==> config.mk <==
export PLATFORM = sky130hd
export DESIGN_NAME = sensor_power_up_sequencer
export DESIGN_NICKNAME = d
export VERILOG_FILES = /design/src/rtl/sensor_seq_pkg.sv /design/src/rtl/timer_if.sv /design/src/rtl/seq_timer.sv /design/src/rtl/sensor_power_up_sequencer.sv
export SDC_FILE = /design/constraint.sdc
export NUM_CORES = 1
export LEC_CHECK = 0
export ABC_AREA = 0
export BUFFER_PORTS_ARGS = -buffer_cell sky130_fd_sc_hd__buf_2
export CAP_MARGIN = 30
export CORE_MARGIN = 1.5
export CORE_UTILIZATION = 45
export CTS_CLUSTER_SIZE = 14
export DETAILED_ROUTE_END_ITERATION = 7
export PLACE_DENSITY_LB_ADDON = 0.25
export SETUP_SLACK_MARGIN = 0.02
export SLEW_MARGIN = 0
export SYNTH_ARGS = -nofsm -noshare
export SYNTH_HDL_FRONTEND = slang
export SYNTH_SLANG_ARGS = --single-unit
export TNS_END_PERCENT = 20
==> constraint.sdc <==
create_clock -name clock -period 2.6 [get_ports clock]
set_input_delay 0.52 -clock clock [delete_from_list [all_inputs] [get_ports clock]]
set_output_delay 0.52 -clock clock [all_outputs]
set_load 0.01 [all_outputs]
==> src/rtl/sensor_seq_pkg.sv <==
// constants and state codes for the sensor power-up sequencer
package sensor_seq_pkg;

  // clock and documented times, each in its own unit
  localparam int unsigned CLK_PERIOD_NS = 10;
  localparam int unsigned T_SUPPLY_GAP_US = 100;
  localparam int unsigned T_XTAL_SETTLE_MS = 30;
  localparam int unsigned T_RESET_HOLD_MS = 1;
  localparam int unsigned T_PLL_LOCK_MS = 1;
  localparam int unsigned INIT_EXTCLKS = 150000;

  // least times rounded up to whole cycles
  localparam int unsigned SUPPLY_GAP_CYC =
    (T_SUPPLY_GAP_US * 1000 + CLK_PERIOD_NS - 1) / CLK_PERIOD_NS;
  localparam int unsigned XTAL_SETTLE_CYC =
    (T_XTAL_SETTLE_MS * 1000000 + CLK_PERIOD_NS - 1) / CLK_PERIOD_NS;
  localparam int unsigned RESET_HOLD_CYC =
    (T_RESET_HOLD_MS * 1000000 + CLK_PERIOD_NS - 1) / CLK_PERIOD_NS;
  localparam int unsigned PLL_LOCK_CYC =
    (T_PLL_LOCK_MS * 1000000 + CLK_PERIOD_NS - 1) / CLK_PERIOD_NS;

  // wait timer width
  localparam int TIMER_W = 32;

  // supply enable bit positions, in power-up order
  localparam int SUP_PLL = 0;
  localparam int SUP_ANA = 1;
  localparam int SUP_IO = 2;
  localparam int SUP_CORE = 3;
  localparam int SUP_TX = 4;
  localparam int SUP_N = 5;

  // sensor control register write that starts streaming
  localparam logic [15:0] SENSOR_CTRL_ADDR = 16'h301A;
  localparam int STREAM_BIT = 2;
  localparam logic [15:0] STREAM_ON_DATA = 16'h0004;

  // sequencer states, one-hot
  typedef enum logic [12:0] {
    ST_OFF  = 13'h0001,
    ST_PLL  = 13'h0002,
    ST_ANA  = 13'h0004,
    ST_IO   = 13'h0008,
    ST_CORE = 13'h0010,
    ST_TX   = 13'h0020,
    ST_XTAL = 13'h0040,
    ST_RSTH = 13'h0080,
    ST_INIT = 13'h0100,
    ST_CFG  = 13'h0200,
    ST_LOCK = 13'h0400,
    ST_STRM = 13'h0800,
    ST_RUN  = 13'h1000
  } seq_state_e;

endpackage

==> src/rtl/timer_if.sv <==
// wait timer link between the sequencer and its timer
`timescale 1ns/10ps
`default_nettype none
interface timer_if;
  import sensor_seq_pkg::*;
  logic start; // load the count
  logic [TIMER_W-1:0] load; // count to load
  logic step; // one count down
  logic done; // count reached zero
  modport ctrl (output start, output load, output step, input done);
  modport tmr (input start, input load, input step, output done);
endinterface
`default_nettype wire

==> src/rtl/seq_timer.sv <==
// loadable down counter that times each sequencer wait
`timescale 1ns/10ps
`default_nettype none
module seq_timer
  import sensor_seq_pkg::*;
(
  input wire logic clock, // system clock
  input wire logic arst_n, // asynchronous reset, active low
  timer_if.tmr tif // timer control
);

  typedef struct packed {
    logic armed;
    logic [TIMER_W-1:0] count;
  } tmr_s;

  tmr_s cur;
  tmr_s next_tmr;

  // load on start, else count down on each step until zero
  always_comb begin
    next_tmr = cur;
    if (tif.start) begin
      next_tmr.armed = 1'b1;
      next_tmr.count = tif.load;
    end else if (cur.armed && tif.step && cur.count != '0) begin
      next_tmr.count = cur.count - 1'b1;
    end
  end

  // state register
  always_ff @(posedge clock or negedge arst_n) begin
    if (!arst_n) begin
      cur <= '0;
    end else begin
      cur <= next_tmr;
    end
  end

  // done stands until the next load
  assign tif.done = cur.armed && (cur.count == '0);

endmodule
`default_nettype wire

==> src/rtl/sensor_power_up_sequencer.sv <==
// host-side power-up and start-up sequencer for an image sensor
//
// Behaviour
// - the PLL supply is on no later than any other supply.
// - the analog and pixel supplies go on together 100 us after PLL.
// - the I/O supply goes on 100 us after the analog supplies.
// - the core supply goes on 100 us after the I/O supply.
// - the serial transmitter supply goes on last, 100 us after core.
// - the input clock is enabled after supplies are good, then 30 ms.
// - sensor reset stays asserted at least 1 ms after supplies settle.
// - after reset release, wait 150000 input clocks before access.
// - after configuration, wait at least 1 ms for PLL lock.
// - streaming starts by writing 1 to bit 2 of the control register.
`timescale 1ns/10ps
`default_nettype none
module sensor_power_up_sequencer
  import sensor_seq_pkg::*;
#(
  parameter int unsigned GAP_CYC = SUPPLY_GAP_CYC,
  parameter int unsigned XTAL_CYC = XTAL_SETTLE_CYC,
  parameter int unsigned RST_CYC = RESET_HOLD_CYC,
  parameter int unsigned LOCK_CYC = PLL_LOCK_CYC,
  parameter int unsigned INIT_CLKS = INIT_EXTCLKS
) (
  input wire logic clock, // 100 MHz system clock
  input wire logic arst_n, // asynchronous reset, active low
  input wire logic start, // begin power-up, taken in the off state
  input wire logic abort, // drop everything back to off
  input wire logic supply_good, // board says all rails stable (pin)
  input wire logic external_input_clock, // sensor input clock (pin)
  input wire logic cfg_done, // pulse: sensor configuration written
  input wire logic wr_ack, // pulse: register write accepted
  output logic pll_supply_en, // PLL rail enable
  output logic analog_supply_en, // analog rail enable
  output logic pixel_array_supply_en, // pixel rail enable
  output logic io_supply_en, // I/O rail enable
  output logic core_supply_en, // core rail enable
  output logic serial_tx_supply_en, // serial transmitter rail enable
  output logic external_input_clock_en, // clock source enable
  output logic sensor_reset_n, // sensor hard reset, active low
  output logic cfg_req, // level: write sensor configuration now
  output logic wr_req, // level: register write request
  output logic [15:0] wr_addr, // register write address
  output logic [15:0] wr_data, // register write data
  output logic busy, // sequence in progress
  output logic streaming // sensor told to stream
);

  typedef struct packed {
    seq_state_e state;
    logic [SUP_N-1:0] supply;
    logic clk_en;
    logic rst_rel;
    logic wr_req;
    logic [2:0] clk_sync;
    logic [1:0] good_sync;
  } seq_s;

  seq_s cur;
  seq_s next_seq;
  logic tmr_start;
  logic [TIMER_W-1:0] tmr_load;
  logic clk_rise;
  logic rails_ok;

  timer_if tif ();

  seq_timer u_timer (
    .clock (clock),
    .arst_n (arst_n),
    .tif (tif)
  );

  // synchronised pin views; first stages feed only the second
  assign clk_rise = cur.clk_sync[1] & ~cur.clk_sync[2];
  assign rails_ok = cur.good_sync[1];

  // timer hookup; input clock edges pace the initialisation wait
  assign tif.start = tmr_start;
  assign tif.load = tmr_load;
  assign tif.step = (cur.state == ST_INIT) ? clk_rise : 1'b1;

  // sequence steps
  always_comb begin
    next_seq = cur;
    next_seq.clk_sync = {cur.clk_sync[1:0], external_input_clock};
    next_seq.good_sync = {cur.good_sync[0], supply_good};
    tmr_start = 1'b0;
    tmr_load = '0;
    unique case (cur.state)
      ST_OFF: begin
        if (start) begin
          next_seq.state = ST_PLL;
          next_seq.supply[SUP_PLL] = 1'b1;
          tmr_start = 1'b1;
          tmr_load = TIMER_W'(GAP_CYC - 1);
        end
      end
      ST_PLL: begin
        if (tif.done) begin
          next_seq.state = ST_ANA;
          next_seq.supply[SUP_ANA] = 1'b1;
          tmr_start = 1'b1;
          tmr_load = TIMER_W'(GAP_CYC - 1);
        end
      end
      ST_ANA: begin
        if (tif.done) begin
          next_seq.state = ST_IO;
          next_seq.supply[SUP_IO] = 1'b1;
          tmr_start = 1'b1;
          tmr_load = TIMER_W'(GAP_CYC - 1);
        end
      end
      ST_IO: begin
        if (tif.done) begin
          next_seq.state = ST_CORE;
          next_seq.supply[SUP_CORE] = 1'b1;
          tmr_start = 1'b1;
          tmr_load = TIMER_W'(GAP_CYC - 1);
        end
      end
      ST_CORE: begin
        if (tif.done) begin
          next_seq.state = ST_TX;
          next_seq.supply[SUP_TX] = 1'b1;
        end
      end
      ST_TX: begin
        if (rails_ok) begin
          next_seq.state = ST_XTAL;
          next_seq.clk_en = 1'b1;
          tmr_start = 1'b1;
          tmr_load = TIMER_W'(XTAL_CYC - 1);
        end
      end
      ST_XTAL: begin
        if (tif.done) begin
          next_seq.state = ST_RSTH;
          tmr_start = 1'b1;
          tmr_load = TIMER_W'(RST_CYC - 1);
        end
      end
      ST_RSTH: begin
        if (tif.done) begin
          next_seq.state = ST_INIT;
          next_seq.rst_rel = 1'b1;
          tmr_start = 1'b1;
          // one extra count covers an input clock edge that was still in
          // the synchroniser when the sensor reset was released
          tmr_load = TIMER_W'(INIT_CLKS + 1);
        end
      end
      ST_INIT: begin
        if (tif.done) begin
          next_seq.state = ST_CFG;
        end
      end
      ST_CFG: begin
        if (cfg_done) begin
          next_seq.state = ST_LOCK;
          tmr_start = 1'b1;
          tmr_load = TIMER_W'(LOCK_CYC - 1);
        end
      end
      ST_LOCK: begin
        if (tif.done) begin
          next_seq.state = ST_STRM;
          next_seq.wr_req = 1'b1;
        end
      end
      ST_STRM: begin
        if (wr_ack) begin
          next_seq.state = ST_RUN;
          next_seq.wr_req = 1'b0;
        end
      end
      ST_RUN: begin
        next_seq.state = ST_RUN;
      end
      default: begin
        next_seq.state = ST_OFF;
        next_seq.supply = '0;
        next_seq.clk_en = 1'b0;
        next_seq.rst_rel = 1'b0;
        next_seq.wr_req = 1'b0;
      end
    endcase
    // abort wins everywhere and leaves all rails off
    if (abort) begin
      next_seq.state = ST_OFF;
      next_seq.supply = '0;
      next_seq.clk_en = 1'b0;
      next_seq.rst_rel = 1'b0;
      next_seq.wr_req = 1'b0;
      tmr_start = 1'b0;
    end
  end

  // state register
  always_ff @(posedge clock or negedge arst_n) begin
    if (!arst_n) begin
      cur <= '{state: ST_OFF, default: '0};
    end else begin
      cur <= next_seq;
    end
  end

  // outputs; the analog and pixel rails share one enable
  assign pll_supply_en = cur.supply[SUP_PLL];
  assign analog_supply_en = cur.supply[SUP_ANA];
  assign pixel_array_supply_en = cur.supply[SUP_ANA];
  assign io_supply_en = cur.supply[SUP_IO];
  assign core_supply_en = cur.supply[SUP_CORE];
  assign serial_tx_supply_en = cur.supply[SUP_TX];
  assign external_input_clock_en = cur.clk_en;
  assign sensor_reset_n = cur.rst_rel;
  assign cfg_req = (cur.state == ST_CFG);
  assign wr_req = cur.wr_req;
  assign wr_addr = SENSOR_CTRL_ADDR;
  assign wr_data = STREAM_ON_DATA;
  assign busy = (cur.state != ST_OFF) && (cur.state != ST_RUN);
  assign streaming = (cur.state == ST_RUN);

  // checking helpers: cycles since a rail rose, since clock enable,
  // in the current state, and input clock edges during init that were
  // sampled after reset release (first two init cycles hold stale samples)
  logic [SUP_N-1:0] prev_supply;
  logic [31:0] gap_cnt;
  logic [31:0] hold_cnt;
  logic [31:0] dwell_cnt;
  logic [31:0] edge_cnt;

  always_ff @(posedge clock or negedge arst_n) begin
    if (!arst_n) begin
      prev_supply <= '0;
      gap_cnt <= '0;
      hold_cnt <= '0;
      dwell_cnt <= '0;
      edge_cnt <= '0;
    end else begin
      prev_supply <= cur.supply;
      gap_cnt <= (|(cur.supply & ~prev_supply)) ? 32'h1 : gap_cnt + 32'h1;
      hold_cnt <= cur.clk_en ? hold_cnt + 32'h1 : 32'h0;
      dwell_cnt <= (next_seq.state != cur.state) ? 32'h0 : dwell_cnt + 32'h1;
      edge_cnt <= (cur.state != ST_INIT) ? 32'h0 :
                  edge_cnt + {31'h0, clk_rise && (dwell_cnt > 32'h1)};
    end
  end
endmodule
`default_nettype wire

=== After elaboration in Yosys (flattened, before gate mapping) ===
Index checks and enable logic that the tools add are counted.
Widths: inputs -> output; s select.

* Flip-flop bits (word level): 59
* Input bits: 8
* Output and inout bits: 44
* Word-level logic and storage cells: 119

* Add/sub/neg operators: 1
* Equal/unequal tests: 35
* Muxes and demuxes: 42
* Bitwise operators: 2
* Reduce and logical (&&, ||, !) cells: 26

{| class="wikitable"
|+ Operators by type and width
! kind !! count
|-
| $pmux 32 s6 || 1
|-
| $pmux 13 s13 || 1
|-
| $mux 13 || 11
|-
| $reduce_or 12->1 || 7
|-
| $mux 32 || 2
|-
| $mux 14 || 3
|-
| $ne 3x3->1 const B || 12
|-
| $mux 17 || 2
|-
| $logic_not 32->1 || 1
|-
| $reduce_bool 32->1 || 1
|-
| $sub 32x1->32 const B || 1
|-
| $mux 22 || 1
|-
| $mux 21 || 1
|-
| $mux 18 || 1
|-
| $ne 2x1->1 const B || 8
|-
| $pmux 1 s2 || 7
|-
| $reduce_and 2->1 || 7
|-
| $eq 13x1->1 const B || 1
|-
| $eq 13x10->1 const B || 1
|-
| $eq 13x11->1 const B || 1
|-
| $eq 13x12->1 const B || 1
|-
| $eq 13x13->1 const B || 1
|-
| $eq 13x2->1 const B || 1
|-
| $eq 13x3->1 const B || 1
|-
| other kinds (20) || 32
|}

=== Longest topological paths before layout ===
* Depth after elaboration: 7
* Depth in mapped cells: 10
* Mapped depth without buffers: 8

=== Modules after synthesis ===
Synthesis repeated with hierarchy kept, for this count alone.

* Cells, all modules: 509
* Area total of the unflattened synthesis: 4209.0 µm²

{| class="wikitable"
|+ By module, submodules not included
! module !! instances !! cells each !! area each (µm²) !! seq. area each (µm²)
|-
| seq_timer || 1 || 261 || 2148.3 || 825.8
|-
| sensor_power_up_sequencer || 1 || 248 || 2060.7 || 651.9
|}

=== Least setup slack after synthesis ===
No wires, ideal clock.

* Path type: register to register
* From: reg u_timer.cur[15] in the netlist's numbering
* To: reg u_timer.cur[29] in the netlist's numbering
* Library setup time: 0.077 ns
* Data arrival time: 2.355 ns
* Required time: 2.523 ns
* Slack: 0.168 ns
* Cell stages (with the launch flop): 8
* Buffers on the path: 1
* Clock period less this slack: 2.432 ns
* Cell sequence: dfrtp_1 -> or4_4 -> nand2b_4 -> buf_6 -> or3_1 -> or3_4 -> or3_1 -> a21oi_1

* Cells in the longest elaborated chain, start to end: 6
* Elaborated cells on any way between the ends: 11
* Those cells by class: 1 x add/sub; 5 x mux; 5 x reduce/logical

{| class="wikitable"
|+ Ends and longest elaborated chain
! what !! line !! RTL
|-
| start, declared || seq_timer.sv:17 || <nowiki>tmr_s cur;</nowiki>
|-
| start signal, assigned || seq_timer.sv:36 || <nowiki>cur <= next_tmr;</nowiki>
|-
| branches (longest 6 deep; another with $sub 32x1->32) || - ||
|}

Parallel ways; which one is timed is not known. The select of a mux whose other input is x is not followed.
A chain may end at the register's enable or synchronous reset.

=== Final worst setup path ===
* From: reg u_timer.cur[15] in the netlist's numbering
* To: reg cur, in the netlist sensor_reset_n

* Cells in the longest elaborated chain, start to end: 4

{| class="wikitable"
|+ Ends and longest elaborated chain
! what !! line !! RTL
|-
| $logic_not 32->1 || seq_timer.sv:41 || <nowiki>assign tif.done = cur.armed && (cur.count == '0);</nowiki>
|-
| $logic_and 1x1->1 || seq_timer.sv:41 ||
|-
| $ne 3x3->1 (no line) || - ||
|-
| $reduce_and 2->1 (no line) || - ||
|-
| end signal, assigned || sensor_power_up_sequencer.sv:205 || <nowiki>cur <= next_seq;</nowiki>
|-
| end, declared || sensor_power_up_sequencer.sv:59 || <nowiki>seq_s cur;</nowiki>
|}

No other way between the ends.

==> impl_metrics.env <==
export IMPL_status="finished, final reports clean"
export IMPL_power_switching_mw=1.13
export IMPL_post_route_util_pct=53.4
export IMPL_min_path_type="in2async"
export IMPL_ios=52
export IMPL_synth_area_um2=3870
export IMPL_die_h_um=95.7
export IMPL_areaGrowthSynthToFinish_pct=14.0
export IMPL_period_share_pct=95.7
export IMPL_clk_pin_slew_ns=0.07
export IMPL_num_antenna_cells=0
export IMPL_clock_latency_ns=0.34
export IMPL_clock_path_buffers=2
export IMPL_cts_tree="built"
export IMPL_gp_congestion=0.907
export IMPL_intPower_mw=2.07
export IMPL_yosys_top_cells_area="dfrtp_1 (38%), buf_4 (6.6%), xnor2_1 (5.0%)"
export IMPL_totalWireLength_mm=8.93
export IMPL_synth_top_area_cell="dfrtp_1"
export IMPL_tightest_slew_ns=0.701
export IMPL_syn_instance_count=415
export IMPL_fmax_ghz=0.402
export IMPL_ant_nets=0
export IMPL_synthFlopType="dfrtp_1"
export IMPL_die_x_um=95.7
export IMPL_grt_overflow_total=0
export IMPL_layout_common_cells="dfrtp_1 (58), buf_4 (41), nor2_1 (35)"
export IMPL_drv_cap=0
export IMPL_relSlewSlack_pct=53.3
export IMPL_drt_wirelength_per_cell_um=15.7
export IMPL_pwr_density_cell_nw_per_um2=726
export IMPL_yosys_area_top_type_share_pct=37.5
export IMPL_clock_power_share_pct=25.6
export IMPL_fin_cells=570
export IMPL_start_util_pct=46.8
export IMPL_synth_edf_count=0
export IMPL_rr_worst_depth=8
export IMPL_cts_root_buffer="clkbuf_8"
export IMPL_ir_drop_mv=0.423
export IMPL_r2r_setup_slack_ns=0.11
export IMPL_r2r_end="sensor_reset_n$_DFFE_PN0P_"
export IMPL_dpl_cell_count=554
export IMPL_cp_required_ns=2.84
export IMPL_via_per_inst=5.57
export IMPL_htreeDepth=3
export IMPL_worstPathCellList="or4_4 > nand2b_4 > nor4_4 > a311o_1 > nand2_1 > buf_6 > buf_4 > a311oi_1"
export IMPL_drc_errors=0
export IMPL_final_common_cell="dfrtp_1"
export IMPL_ys_ff_latch=59
export IMPL_via_count=3177
export IMPL_placed_area_um2=4160
export IMPL_clock_sinks=59
export IMPL_worst_setup_path_start_kind="register"
export IMPL_die_area_um2=9160
export IMPL_track_usage_pct=20.9
export IMPL_cp_data_arrival_time_ns=2.73
export IMPL_hold_worst_slack_ns=0.227
export IMPL_ys_async_sr_fraction_pct=100
export IMPL_path_class="reg2reg"
export IMPL_fin_ws_ns=0.111
export IMPL_synthDistinctLibCells=69
export IMPL_crit_path_max_fanout=8
export IMPL_core_region_area_um2=8260
export IMPL_maxSlewViolCount=0
export IMPL_final_area_um2=4410
export IMPL_fin_nets=471
export IMPL_skew_ns=0.0134
export IMPL_post_place_ws_ns=-0.0763
export IMPL_synth_seq_area_share_pct=38.2
export IMPL_grt_max_degree=32
export IMPL_finalSetupTns_ns=0
export IMPL_min_period_ns=2.49
export IMPL_port_buffers=19
export IMPL_grt_pass1_vias=2961
export IMPL_antenna_found_initial=0
export IMPL_fp_row_count=33
export IMPL_seqPwrFrac_pct=38.1
export IMPL_p_leak_nw=1.92
export IMPL_hold_viol_final=0
export IMPL_ys_warn_count=0
export IMPL_cts_buffers=9
export IMPL_rsz0062_at_grt="true"
export IMPL_drive_above_1_share_pct=24.5
export IMPL_setup_violations=0
export IMPL_syn_avg_cell_area_um2=9.32
export IMPL_cp_end_kind="register"
export IMPL_cp_slowest_stage_delay_ns=0.54
export IMPL_hpwl_mm=6.57
export IMPL_grt_pass1_wl_mm=14.5
export IMPL_comb_power_share_pct=36.3
export IMPL_critPathSlowestCell="or4_4"
export IMPL_drt_iter0_drc=136
export IMPL_swShare_pct=35.4
export IMPL_first_pass_iters=4
export IMPL_total_power_mw=3.20
export IMPL_worstReg2RegStart="u_timer.cur[15]$_DFFE_PN0P_"
[worst max path at each step]
| stage | startpoint | end | slack (ns) | cells after the start |
|---|---|---|---|---|
| final | u_timer.cur[15]$_DFFE_PN0P_ | sensor_reset_n$_DFFE_PN0P_ | 0.11 | 8 |
| after global routing | u_timer.cur[7]$_DFFE_PN0P_ | u_timer.cur[29]$_DFFE_PN0P_ | -0.003 | 7 |
| after CTS | u_timer.cur[15]$_DFFE_PN0P_ | u_timer.cur[17]$_DFFE_PN0P_ | 0.02 | 7 |
| after detailed placement | u_timer.cur[15]$_DFFE_PN0P_ | u_timer.cur[10]$_DFFE_PN0P_ | -0.08 | 7 |
| after global placement | u_timer.cur[15]$_DFFE_PN0P_ | u_timer.cur[9]$_DFFE_PN0P_ | 0.04 | 7 |
| after floorplan | u_timer.cur[15]$_DFFE_PN0P_ | u_timer.cur[29]$_DFFE_PN0P_ | 0.17 | 7 |
[metal layers]
layer	global-route usage (%)	wire length [um]	part of all wire [%]	vias to the layer above
met1	26.5	4120	46	1548
met5	0	0	0	-
met3	4.58	336	3.8	16
met4	8.82	182	2.0	0
li1	-	-	-	1529
met2	34.3	4290	48	84
[critical path, delay by kind of cell (launching register included)]
kind,cells,cell delay (ns)
and+or+nand+nor,4,1.24
buffers and inverters,2,0.32
AOI/OAI and AO/OA,2,0.46
DFF,1,0.37
[power groups by stage]
stage | registers [mW] | clock network [mW] | logic [mW]
final | 1.22 | 0.818 | 1.16
after global routing | 1.24 | 0.896 | 1.27
after CTS | 1.21 | 0.845 | 1.12
after floorplan | 1.20 | 0 | 0.801
after detailed placement | 1.23 | 0 | 1.11
after global placement | 1.22 | 0 | 1.10
[timing repair]
item                       4_1_cts  5_1_grt
hold buffers                     0        0
setup endpoints to repair        7       26
pin swaps                        0        3
resized for setup                1       10
buffers inserted                 0        1
[synth_stat cells (4+ instances only)]
master,count
dfrtp_1,58
nor4_1,15
nand3_1,8
xnor2_1,22
buf_4,34
nor3_1,24
clkbuf_1,15
mux2i_1,5
o21ai_0,10
a21oi_1,20
nor4b_1,7
mux2_2,4
buf_6,4
or3_1,5
xor2_1,15
nand4_1,10
nand4b_1,5
nand2_1,17
nand3b_1,6
nor2_1,35
nor2b_1,5
inv_1,10
nand2b_1,5
[cell type report]
| cell class | count | area (um2) |
|---|---|---|
| fill | 768 | 3850 |
| inverter | 10 | 37.5 |
| tap | 105 | 131 |
| sequential | 59 | 1480 |
| clock inverter | 1 | 5.00 |
| clock buffer | 14 | 193 |
| timing repair buffer | 62 | 434 |
| multi-input combinational | 319 | 2130 |
[cell families (layout without fill, tap and decap cells)]
| family | after synthesis | count (layout) | share of synthesized area (%) |
|---|---|---|---|
| mux | 10 | 10 | 2.75 |
| other cells | 2 | 32 | 0.194 |
| flops | 59 | 59 | 38.2 |
| compound gates | 64 | 64 | 11.5 |
| buf+inv | 67 | 87 | 10.7 |
| xor+xnor | 37 | 37 | 8.38 |
| fa+ha+maj | 2 | 2 | 0.647 |
| simple gates | 174 | 174 | 27.6 |
[state kept, by name, summed over array words and instances, names as in the netlist]
name / cells
cur: 18
io_supply_en: 1
external_input_clock_en: 1
serial_tx_supply_en: 1
wr_req: 1
sensor_reset_n: 1
u_timer.cur: 33
pll_supply_en: 1
analog_supply_en: 1
core_supply_en: 1
No activity file was read; power rests on OpenSTA's default activity.
